===== src/hdl/sar_defines.svh =====
// Register offsets, field positions, reset values and timing counts of the stream attribute registers.
// Assumes a 12-bit APB byte address and 32-bit data words.
// What this block does
// - The low byte of attribute register A holds sync clock, component format, range, colorimetry and bit depth.
// - Audio-only bit 10 of register A, zero after reset, inserts info and timestamp packets every 512 BS symbols.
// - Register A bit 8 overrides audio clocking, bit 9 picks sync or async audio, bit 11 is audio ratio control.
// - Register B bit 0 marks an even interlaced vertical total, bits 2..1 are stereo, bits 6..3 are reserved.
// - In asynchronous clocking the block computes M itself and never writes it back into the M register.
// - In asynchronous clocking the N value used inside is never copied into the N register.
// - The transfer unit size register resets to 64.
// - Bit 0 of the transfer unit size ignores writes, so the size is always even.
`ifndef SAR_DEFINES_SVH
`define SAR_DEFINES_SVH

`define SAR_ADDR_W        12
`define SAR_OFF_MISC_A    12'h1a4
`define SAR_OFF_MISC_B    12'h1a8
`define SAR_OFF_MVID      12'h1ac
`define SAR_OFF_TU        12'h1b0
`define SAR_OFF_NVID      12'h1b4
`define SAR_OFF_STATUS    12'h1e0

`define SAR_MA_SYNC       0
`define SAR_MA_FMT_LO     1
`define SAR_MA_FMT_HI     2
`define SAR_MA_RANGE      3
`define SAR_MA_COLOR      4
`define SAR_MA_DEPTH_LO   5
`define SAR_MA_DEPTH_HI   7
`define SAR_MA_AUD_OVR    8
`define SAR_MA_AUD_SYNC   9
`define SAR_MA_AUD_ONLY   10
`define SAR_MA_AUD_RATIO  11
`define SAR_MB_VT_EVEN    0
`define SAR_MB_STEREO_LO  1
`define SAR_MB_STEREO_HI  2
`define SAR_MB_RSVD_MASK  8'h78

`define SAR_MISC_A_RST    12'h000
`define SAR_MISC_B_RST    8'h00
`define SAR_RATIO_RST     24'h000000
`define SAR_TU_RST        7'h40

`define SAR_BS_CNT_LAST   9'h1ff
`define SAR_ASYNC_NVID    24'h008000

`endif


===== src/hdl/sar_pkg.sv =====
// Types of the stream attribute registers: register select and the state records of both modules.
// Assumes sar_defines.svh is on the include path.
package sar_pkg;

    typedef enum logic [2:0]
    {
        SAR_SEL_NONE   = 3'b000,
        SAR_SEL_MISC_A = 3'b001,
        SAR_SEL_MISC_B = 3'b010,
        SAR_SEL_MVID   = 3'b011,
        SAR_SEL_TU     = 3'b100,
        SAR_SEL_NVID   = 3'b101,
        SAR_SEL_STATUS = 3'b110
    } sar_sel_t;

    typedef struct packed
    {
        logic [11:0] misc_a;
        logic [7:0]  misc_b;
        logic [23:0] mvid;
        logic [6:0]  tu;
        logic [23:0] nvid;
        logic        pready;
        logic        pslverr;
        logic [31:0] prdata;
        logic [8:0]  bs_cnt;
        logic        aud_pkt;
        logic [7:0]  msa_misc_a;
        logic [7:0]  msa_misc_b;
        logic [23:0] msa_mvid;
        logic [23:0] msa_nvid;
    } sar_state_t;

    typedef struct packed
    {
        logic        sync1;
        logic        sync2;
        logic        sync3;
        logic [23:0] win_cnt;
        logic [23:0] vid_cnt;
        logic [23:0] mvid;
        logic        valid;
    } sar_calc_t;

endpackage


===== src/hdl/sar_mvid_calc.sv =====
// Measures the video to link clock ratio for asynchronous clocking.
// Assumes vid_toggle_i flips once per video clock in a foreign domain, slower than half of clk_i.
`timescale 1ns/1ps
`include "sar_defines.svh"
module sar_mvid_calc
(
    // Clock and reset
    input  wire logic        clk_i,
    input  wire logic        srst_i,
    // Control
    input  wire logic        enable_i,
    input  wire logic [23:0] nvid_i,
    // Video clock evidence
    input  wire logic        vid_toggle_i,
    // Result
    output logic      [23:0] mvid_o,
    output logic             valid_o
);
    import sar_pkg::*;

    sar_calc_t c_r;
    sar_calc_t c_nxt;
    logic      vid_edge;

    always_comb
    begin
        c_nxt       = c_r;
        c_nxt.sync1 = vid_toggle_i;
        c_nxt.sync2 = c_r.sync1;
        c_nxt.sync3 = c_r.sync2;
        vid_edge    = c_r.sync2 ^ c_r.sync3;
        if (!enable_i)
        begin
            c_nxt.win_cnt = 24'h000000;
            c_nxt.vid_cnt = 24'h000000;
            c_nxt.valid   = 1'b0;
        end
        else if (c_r.win_cnt >= nvid_i - 24'h000001)
        begin
            // Window of N link cycles closed: M is the video clocks seen in it
            c_nxt.mvid    = c_r.vid_cnt + {23'h000000, vid_edge};
            c_nxt.valid   = 1'b1;
            c_nxt.win_cnt = 24'h000000;
            c_nxt.vid_cnt = 24'h000000;
        end
        else
        begin
            c_nxt.win_cnt = c_r.win_cnt + 24'h000001;
            c_nxt.vid_cnt = c_r.vid_cnt + {23'h000000, vid_edge};
        end
    end

    always_ff @(posedge clk_i)
    begin
        if (srst_i)
        begin
            c_r <= '0;
        end
        else
        begin
            c_r <= c_nxt;
        end
    end

    assign mvid_o  = c_r.mvid;
    assign valid_o = c_r.valid;

endmodule


===== src/hdl/sar_stream_attr_regs.sv =====
// Stream attribute register bank with APB slave, frame attribute snapshot and audio-only packet pacing.
// Assumes an APB master on clk_i, and frame and BS symbol strobes from framing logic on the same clock.
`timescale 1ns/1ps
`include "sar_defines.svh"
module sar_stream_attr_regs
#(
    parameter logic [23:0] ASYNC_NVID = `SAR_ASYNC_NVID
)
(
    // Clock and reset
    input  wire logic                     clk_i,
    input  wire logic                     srst_i,
    // APB slave
    input  wire logic                     psel_i,
    input  wire logic                     penable_i,
    input  wire logic                     pwrite_i,
    input  wire logic [`SAR_ADDR_W-1:0]   paddr_i,
    input  wire logic [31:0]              pwdata_i,
    input  wire logic [3:0]               pstrb_i,
    output logic      [31:0]              prdata_o,
    output logic                          pready_o,
    output logic                          pslverr_o,
    // Framing logic strobes
    input  wire logic                     frame_start_i,
    input  wire logic                     bs_symbol_i,
    // Video clock evidence from a foreign domain
    input  wire logic                     vid_toggle_i,
    // Attribute register A fields
    output logic                          sync_clk_o,
    output logic      [1:0]               comp_format_o,
    output logic                          dyn_range_o,
    output logic                          colorimetry_o,
    output logic      [2:0]               bit_depth_o,
    output logic                          aud_clk_override_o,
    output logic                          aud_sync_mode_o,
    output logic                          audio_only_o,
    output logic                          aud_ratio_ctrl_o,
    // Attribute register B fields
    output logic                          vtotal_even_o,
    output logic      [1:0]               stereo_attr_o,
    // Framing control
    output logic      [6:0]               tu_size_o,
    output logic                          aud_pkt_insert_o,
    // Per-frame stream attribute data
    output logic      [7:0]               msa_misc_a_o,
    output logic      [7:0]               msa_misc_b_o,
    output logic      [23:0]              msa_mvid_o,
    output logic      [23:0]              msa_nvid_o
);
    import sar_pkg::*;

    sar_state_t  s_r;
    sar_state_t  s_nxt;
    sar_sel_t    sel;
    logic [31:0] rdata;
    logic [31:0] wmerge;
    logic        async_mode;
    logic [23:0] calc_mvid;
    logic        calc_valid;
    logic        access;
    logic        commit;

    // Address decode shared by read and write paths
    function automatic sar_sel_t decode(input logic [`SAR_ADDR_W-1:0] addr);
        sar_sel_t res;
        res = SAR_SEL_NONE;
        case (addr)
            `SAR_OFF_MISC_A: res = SAR_SEL_MISC_A;
            `SAR_OFF_MISC_B: res = SAR_SEL_MISC_B;
            `SAR_OFF_MVID:   res = SAR_SEL_MVID;
            `SAR_OFF_TU:     res = SAR_SEL_TU;
            `SAR_OFF_NVID:   res = SAR_SEL_NVID;
            `SAR_OFF_STATUS: res = SAR_SEL_STATUS;
            default:         res = SAR_SEL_NONE;
        endcase
        return res;
    endfunction

    // Byte lane merge of write data into a stored word
    function automatic logic [31:0] merge(input logic [31:0] old, input logic [31:0] wd, input logic [3:0] strb);
        logic [31:0] res;
        res = old;
        for (int i = 0; i < 4; i++)
        begin
            if (strb[i])
            begin
                res[i*8 +: 8] = wd[i*8 +: 8];
            end
        end
        return res;
    endfunction

    assign async_mode = ~s_r.misc_a[`SAR_MA_SYNC];

    // Ratio measurement for asynchronous clocking
    sar_mvid_calc u_mvid_calc
    (
        .clk_i        (clk_i),
        .srst_i       (srst_i),
        .enable_i     (async_mode),
        .nvid_i       (ASYNC_NVID),
        .vid_toggle_i (vid_toggle_i),
        .mvid_o       (calc_mvid),
        .valid_o      (calc_valid)
    );

    assign sel    = decode(paddr_i);
    assign access = psel_i & penable_i & ~s_r.pready;
    assign commit = psel_i & penable_i & s_r.pready;

    // Read multiplexer; computed ratio values never appear here
    always_comb
    begin
        rdata = 32'h00000000;
        case (sel)
            SAR_SEL_MISC_A: rdata = {20'h00000, s_r.misc_a};
            SAR_SEL_MISC_B: rdata = {24'h000000, s_r.misc_b};
            SAR_SEL_MVID:   rdata = {8'h00, s_r.mvid};
            SAR_SEL_TU:     rdata = {25'h0000000, s_r.tu};
            SAR_SEL_NVID:   rdata = {8'h00, s_r.nvid};
            SAR_SEL_STATUS: rdata = {7'h00, s_r.bs_cnt, 14'h0000, calc_valid, async_mode};
            default:        rdata = 32'h00000000;
        endcase
    end

    assign wmerge = merge(rdata, pwdata_i, pstrb_i);

    always_comb
    begin
        s_nxt         = s_r;
        s_nxt.pready  = 1'b0;
        s_nxt.pslverr = 1'b0;
        s_nxt.aud_pkt = 1'b0;

        // First access cycle prepares the answer, second one completes it
        if (access)
        begin
            s_nxt.pready  = 1'b1;
            s_nxt.pslverr = (sel == SAR_SEL_NONE);
            s_nxt.prdata  = pwrite_i ? 32'h00000000 : rdata;
        end

        // Writes take effect at the edge where pready is sampled high
        if (commit && pwrite_i)
        begin
            case (sel)
                SAR_SEL_MISC_A: s_nxt.misc_a = wmerge[11:0];
                SAR_SEL_MISC_B: s_nxt.misc_b = wmerge[7:0] & ~`SAR_MB_RSVD_MASK;
                SAR_SEL_MVID:   s_nxt.mvid   = wmerge[23:0];
                SAR_SEL_TU:     s_nxt.tu     = {wmerge[6:1], 1'b0};
                SAR_SEL_NVID:   s_nxt.nvid   = wmerge[23:0];
                default:        s_nxt.misc_a = s_r.misc_a;
            endcase
        end

        // Audio-only packet pacing over BS symbols
        if (!s_r.misc_a[`SAR_MA_AUD_ONLY])
        begin
            s_nxt.bs_cnt = 9'h000;
        end
        else if (bs_symbol_i)
        begin
            if (s_r.bs_cnt == `SAR_BS_CNT_LAST)
            begin
                s_nxt.bs_cnt  = 9'h000;
                s_nxt.aud_pkt = 1'b1;
            end
            else
            begin
                s_nxt.bs_cnt = s_r.bs_cnt + 9'h001;
            end
        end

        // Per-frame attribute snapshot
        if (frame_start_i)
        begin
            s_nxt.msa_misc_a = s_r.misc_a[7:0];
            s_nxt.msa_misc_b = s_r.misc_b;
            s_nxt.msa_mvid   = async_mode ? calc_mvid : s_r.mvid;
            s_nxt.msa_nvid   = async_mode ? ASYNC_NVID : s_r.nvid;
        end
    end

    always_ff @(posedge clk_i)
    begin
        if (srst_i)
        begin
            s_r        <= '0;
            s_r.misc_a <= `SAR_MISC_A_RST;
            s_r.misc_b <= `SAR_MISC_B_RST;
            s_r.mvid   <= `SAR_RATIO_RST;
            s_r.nvid   <= `SAR_RATIO_RST;
            s_r.tu     <= `SAR_TU_RST;
        end
        else
        begin
            s_r <= s_nxt;
        end
    end

    // Outputs straight from the state register
    assign prdata_o           = s_r.prdata;
    assign pready_o           = s_r.pready;
    assign pslverr_o          = s_r.pslverr;
    assign sync_clk_o         = s_r.misc_a[`SAR_MA_SYNC];
    assign comp_format_o      = s_r.misc_a[`SAR_MA_FMT_HI:`SAR_MA_FMT_LO];
    assign dyn_range_o        = s_r.misc_a[`SAR_MA_RANGE];
    assign colorimetry_o      = s_r.misc_a[`SAR_MA_COLOR];
    assign bit_depth_o        = s_r.misc_a[`SAR_MA_DEPTH_HI:`SAR_MA_DEPTH_LO];
    assign aud_clk_override_o = s_r.misc_a[`SAR_MA_AUD_OVR];
    assign aud_sync_mode_o    = s_r.misc_a[`SAR_MA_AUD_SYNC];
    assign audio_only_o       = s_r.misc_a[`SAR_MA_AUD_ONLY];
    assign aud_ratio_ctrl_o   = s_r.misc_a[`SAR_MA_AUD_RATIO];
    assign vtotal_even_o      = s_r.misc_b[`SAR_MB_VT_EVEN];
    assign stereo_attr_o      = s_r.misc_b[`SAR_MB_STEREO_HI:`SAR_MB_STEREO_LO];
    assign tu_size_o          = s_r.tu;
    assign aud_pkt_insert_o   = s_r.aud_pkt;
    assign msa_misc_a_o       = s_r.msa_misc_a;
    assign msa_misc_b_o       = s_r.msa_misc_b;
    assign msa_mvid_o         = s_r.msa_mvid;
    assign msa_nvid_o         = s_r.msa_nvid;

endmodule


===== config.mk =====
export PLATFORM = sky130hd
export DESIGN_NAME = sar_stream_attr_regs
export DESIGN_NICKNAME = d
export VERILOG_FILES = /design/src/hdl/sar_pkg.sv /design/src/hdl/sar_mvid_calc.sv /design/src/hdl/sar_stream_attr_regs.sv
export VERILOG_INCLUDE_DIRS = /design/src /design/src/hdl
export SDC_FILE = /design/constraint.sdc
export NUM_CORES = 1
export LEC_CHECK = 0
export ABC_AREA = 1
export ABC_CLOCK_PERIOD_IN_PS = 1690
export BUFFER_PORTS_ARGS = -buffer_cell sky130_fd_sc_hd__buf_4
export CAP_MARGIN = 20
export CORE_ASPECT_RATIO = 0.75
export CORE_UTILIZATION = 54
export CTS_BUF_LIST = sky130_fd_sc_hd__clkbuf_2 sky130_fd_sc_hd__clkbuf_4 sky130_fd_sc_hd__clkbuf_8
export DETAILED_ROUTE_END_ITERATION = 12
export GPL_ROUTABILITY_DRIVEN = 0
export PLACE_DENSITY_LB_ADDON = 0.12
export SYNTH_ARGS = -nofsm -noshare
export SYNTH_HDL_FRONTEND = slang
export SYNTH_HIERARCHICAL = 1
export SYNTH_SLANG_ARGS = --single-unit

===== constraint.sdc =====
create_clock -name clk_i -period 1.69 [get_ports clk_i]
set_input_delay 0.2535 -clock clk_i [delete_from_list [all_inputs] [get_ports clk_i]]
set_output_delay 0.2535 -clock clk_i [all_outputs]
set_load 0.1 [all_outputs]

Word-level counts from Yosys, hierarchy flattened

Cells that the tools add are included.

Flip-flop bits (word level): 250
Latch bits: 0
RAM bits: 0
ROM bits: 0
Bits of input ports: 56
Output and inout bits: 121
Logic and storage cells: 71
Memories kept: 0

Add/sub/neg operators: 3
Multipliers: 0
Div/mod/pow operators: 0
Magnitude comparators: 1
Equal/unequal tests: 13
Shifts and indexed selects: 0
Muxes and demuxes: 11
Bitwise logic cells: 9
Reductions and logical operators: 13

Operators with widths:

| kind                                                                 | number |
|---|---|
| one-hot mux 25 bit (6 select lines)                                  | 1 |
| equality test 12 x 9 -> 1 bit (second input constant)                | 6 |
| two-way mux 24 bit                                                   | 2 |
| two-way mux 34 bit                                                   | 1 |
| two-way mux 32 bit                                                   | 1 |
| adder 24 x 1 -> 24 bit                                               | 1 |
| adder 24 x 1 -> 24 bit (second input constant)                       | 1 |
| greater-or-equal comparator 24 x 15 -> 1 bit (second input constant) | 1 |
| two-way mux 8 bit                                                    | 3 |
| one-hot mux 3 bit (6 select lines)                                   | 1 |
| AND reduction 2 bit                                                  | 6 |
| adder 9 x 1 -> 9 bit (second input constant)                         | 1 |
| equality test 3 bit (second input constant)                          | 3 |
| equality test 9 bit (second input constant)                          | 1 |
| two-way mux 9 bit                                                    | 1 |
| equality test 3 x 2 -> 1 bit (second input constant)                 | 2 |
| OR reduction 2 bit                                                   | 3 |
| OR reduction 3 bit                                                   | 2 |
| inverter 1 bit                                                       | 5 |
| AND 1 bit                                                            | 3 |
| equality test 3 x 1 -> 1 bit (second input constant)                 | 1 |
| logical NOT 3 bit                                                    | 1 |
| logical AND 1 bit                                                    | 1 |
| two-way mux 1 bit                                                    | 1 |
| XOR 1 bit                                                            | 1 |

Depth between registers and ports, before layout

Depth after elaboration: 6
Mapped depth: 23
Depth with buffers taken out: 22

By module

Netlist, hierarchy kept.

Modules (own cells, without submodules):

| module               | instances | cells each | area an instance (um^2) | sequential area each (um^2) |
|---|---|---|---|---|
| sar_stream_attr_regs | 1         | 1,189      | 8,401.8                 | 3,343.2 |
| sar_mvid_calc        | 1         | 663        | 4,682.0                 | 1,521.5 |

Least setup slack after synthesis

No wires, ideal clock.

Path type: reg-to-reg
From: register s_r (netlist bit sync_clk_o)
To: register u_mvid_calc.c_r (netlist bit u_mvid_calc/mvid_o[10])
Setup time: 0.115 ns
Arrival: 2.182 ns
Data required time: 1.575 ns
Setup slack: -0.607 ns
Stages on the path, launching flop included: 7
Buffers on the path: 3
Clock period less this slack: 2.297 ns
Cells stage by stage: dfxtp_1 -> clkinv_1 -> clkbuf_1 -> clkbuf_1 -> buf_1 -> a21oi_1 -> nor2_1

Cells in the longest elaborated chain, start to end: 2

Ends and longest elaborated chain:

| what                          | RTL line                    | text |
|---|---|---|
| from (decl)                   | sar_stream_attr_regs.sv:52  | `sar_state_t s_r;` |
| from (signal assigned)        | sar_stream_attr_regs.sv:197 | `s_r <= s_nxt;` |
| inverter 1 bit (no line)      | -                           |  |
| via async_mode                | sar_stream_attr_regs.sv:57  | `logic async_mode;` |
| AND reduction 2 bit (no line) | -                           |  |
| to (signal assigned)          | sar_mvid_calc.sv:61         | `c_r <= c_nxt;` |
| to (decl)                     | sar_mvid_calc.sv:21         | `sar_calc_t c_r;` |

The timed path passes the listed nets, and every way through them passes these cells.
A chain may end at the register's enable or synchronous reset.

Final worst setup path

From: register u_mvid_calc/c_r[72] (netlist bit)
To: register u_mvid_calc.c_r (netlist bit u_mvid_calc/mvid_o[9])

Cells in the longest elaborated chain, start to end: 2

Ends and longest elaborated chain:

| what                                         | RTL line            | text |
|---|---|---|
| greater-or-equal comparator 24 x 15 -> 1 bit | sar_mvid_calc.sv:38 | `else if (c_r.win_cnt >= nvid_i - 24'h000001)` |
| AND reduction 2 bit (no line)                | -                   |  |

No other way between the ends.

==> metrics.csv <==
metric;value;unit
Post-Layout Cell Count;2375;
TritonRoute pass-1 iters;5;
via count;12300;
share of the synthesized area in the top cell type;0.372;
CTS tree;done;
Yosys warnings;6;
PnR worst setup slack;-0.399;ns
initial drt markers;897;
nets;2141;
core area;23400;um^2
Routed Antenna Nets;0;
critical path endpoint category;flop;
Max Fanout on Critical Path;12;
dominant cells by area after synthesis;dfxtp_1, nand2_1, buf_4;
num rows;48;
library cells used by synthesis;49;
sequential area share after synthesis;0.372;
largest area contributor in the netlist;dfxtp_1;
starting density of the core;0.560;
htree depth;2;
post-route cell area;16700;um^2
post-synthesis register bit count;243;
Placed Area;14400;um^2
MaxCap Viol Count;0;
Post-synth EDFFs;0;
fin crit period;2.09;ns
Leakage;0.00763;uW
total gr overflow;0;
Post-Syn Instances;1852;
CTS buffer count;39;
Placed Cells;2264;
Die Y;137;um
largest net degree at the start of global routing;93;
skew final;0.0186;ns
sum of negative setup slack;-16.91;ns
clock sinks;243;
Top Ports;177;
critical path data required time;2.17;ns
CP Class;flop to flop;
GRT Util Overall;0.287;
clock transition at the registers of the reported paths;0.07;ns
clk_lat worst skew;0.55;ns
met3 wire len;2.87;mm
wl on met1;16.5;mm
Slew @ Worst Pin;0.838;ns
vias in the first global route;11300;
drt drc;0;
Worst Path Arrival;2.57;ns
FMAX;479;MHz
Slew Viols, Final;0;
routed wire length;37.7;mm
Die Wd;182;um
crit start category;flop;
max layer used;met4;
status;complete, but fails checks;
final period utilization;1.24;
ys async rst share;0;
number of I/O port buffers;155;
initial antenna violation count;0;
RSZ-0062 raised after global routing;true;
Syn-to-layout area delta;27.8;%
first-pass GRT wire length;56.9;mm
DP Wirelength;24.6;mm
PD cells;761;nW/um^2
met2 WL;17.4;mm
vias per inst;5.19;
endpoints failing setup;73;
CTS Buffer Depth;3;
Hold/Removal Path Class;input pin to flop;
share of cells above drive strength 1;0.269;
Rel. slew slack;0.441;
CTS Root Buffer Type;clkbuf_8;
failing checks;negative setup slack;
Syn Area/Cell;7.06;um^2
Fin. Hold Viols;0;
die area;24900;um^2
routed len/inst;15.9;um
VDD IR max;581;uV
ant diodes;0;
Post-Syn Area;13100;um^2
Hold WS;0.0376;ns
Most used DFF post-synth;dfxtp_1;
==> timing repair <==
| item | in CTS | in global routing |
|---|---|---|
| gates resized for setup | 90 | 140 |
| hold endpoints to repair | 4 | 0 |
| hold buffers | 4 | 0 |
| buffers inserted | 16 | 26 |
| gates cloned | 14 | 0 |
| pin swaps | 30 | 36 |
| setup endpoints to repair | 73 | 80 |
==> cells in the mapped netlist, types with 2 or more instances <==
cell      number
a21o_1         2
a21oi_1      166
and3_1         2
buf_1          7
buf_2         15
buf_4        145
buf_6          5
clkbuf_1      39
clkinv_1       2
conb_1         2
dfxtp_1      243
ha_1          30
inv_1        197
inv_2          8
nand2_1      380
nand2_2       14
nand3_1      145
nand3_2        4
nand4_1       19
nor2_1       199
nor2_2        11
nor2_4        11
nor2_8         2
nor3_1        20
nor3_4         3
nor3b_1        2
o211ai_1      25
o211ai_2       6
o21ai_0       56
o21ai_1       11
o22ai_1        4
or2_2          8
xnor2_1       15
xor2_1        39
==> layout make-up <==
type | count | area, um^2
clock buffer | 56 | 733
clock inverter | 5 | 81.3
fill | 1853 | 6650
inverter | 208 | 782
multi-input combinational | 1273 | 7180
sequential | 243 | 4890
tap | 300 | 375
timing repair buffer | 290 | 2670
==> cell usage in the layout, fill, tap and decap left out, types with 17 or more instances in the layout <==
| master | count |
|---|---|
| nand2_1 | 361 |
| buf_4 | 243 |
| dfxtp_1 | 227 |
| inv_1 | 191 |
| a21oi_1 | 157 |
| nor2_1 | 155 |
| nand3_1 | 135 |
| conb_1 | 85 |
| o21ai_0 | 56 |
| clkbuf_8 | 50 |
| nor2_4 | 47 |
| xor2_1 | 26 |
| nand2_2 | 25 |
| o211ai_1 | 25 |
| buf_12 | 20 |
| nand4_1 | 19 |
| nor2_2 | 19 |
| nor3_1 | 17 |
==> cell families after synthesis <==
family / Yosys count / synth area share
buffers and inverters: 419 / 0.166
DFF: 243 / 0.372
and+or+nand+nor: 828 / 0.281
AOI/OAI and AO/OA: 276 / 0.116
adders and majority gates: 30 / 0.0287
other: 2 / 0.000574
xor gates and xnor gates: 54 / 0.0361
==> state kept, by name, summed over array words and instances, names as in the netlist, 4 cells and up <==
register and count:
s_r 58, prdata_o 25, tu_size_o 6, msa_mvid_o 24
msa_nvid_o 24, u_mvid_calc/mvid_o 24, msa_misc_a_o 8, msa_misc_b_o 4
u_mvid_calc/c_r 49
==> through the flow <==
step	utilization	total power [uW]	worst slack, ns
floorplan	-	6900	-0.0582
global placement	0.616	7130	-0.159
detailed placement	0.616	7140	-0.248
CTS	0.689	12700	-0.249
global route	0.715	13100	-0.507
finish	0.715	12700	-0.399
==> layer usage <==
metal,vias up,track usage
met5,-,0
met2,465,0.461
met1,5698,0.395
li1,6091,-
met3,73,0.0484
met4,0,0.0899
==> report_power, final <==
group	internal, uW	leakage [uW]	switching (uW)
Combinational	407	0.00523	1010
Sequential	5780	0.00197	43.4
Clock	3070	0.000424	2410
==> worst paths after layout <==
kind                            cells past startpoint  slack (ns)                        startpoint                                  to
worst max register to register                     11       -0.40    u_mvid_calc/c_r[72]$_SDFF_PP0_  u_mvid_calc/mvid_o[9]$_SDFFE_PP0P_
worst min register to register                      2        0.38  u_mvid_calc/c_nxt[74]$_SDFF_PP0_    u_mvid_calc/c_nxt[73]$_SDFF_PP0_
worst max-delay path                               11       -0.40    u_mvid_calc/c_r[72]$_SDFF_PP0_  u_mvid_calc/mvid_o[9]$_SDFFE_PP0P_
worst min-delay path                                5        0.04                      pwdata_i[18]               s_r[126]$_SDFFE_PP0P_
==> worst max-delay path: stages (launching register included) <==
cell and delay, ns:
dfxtp_2 0.36, ha_4 0.21, a21o_1 0.19, nor2_2 0.12
nand2_2 0.10, a21oi_4 0.21, nand2_8 0.10, buf_6 0.14
buf_16 0.14, nand3_1 0.13, nand2_1 0.12, nor2_2 0.19
No activity file was read; power rests on OpenSTA's default activity.
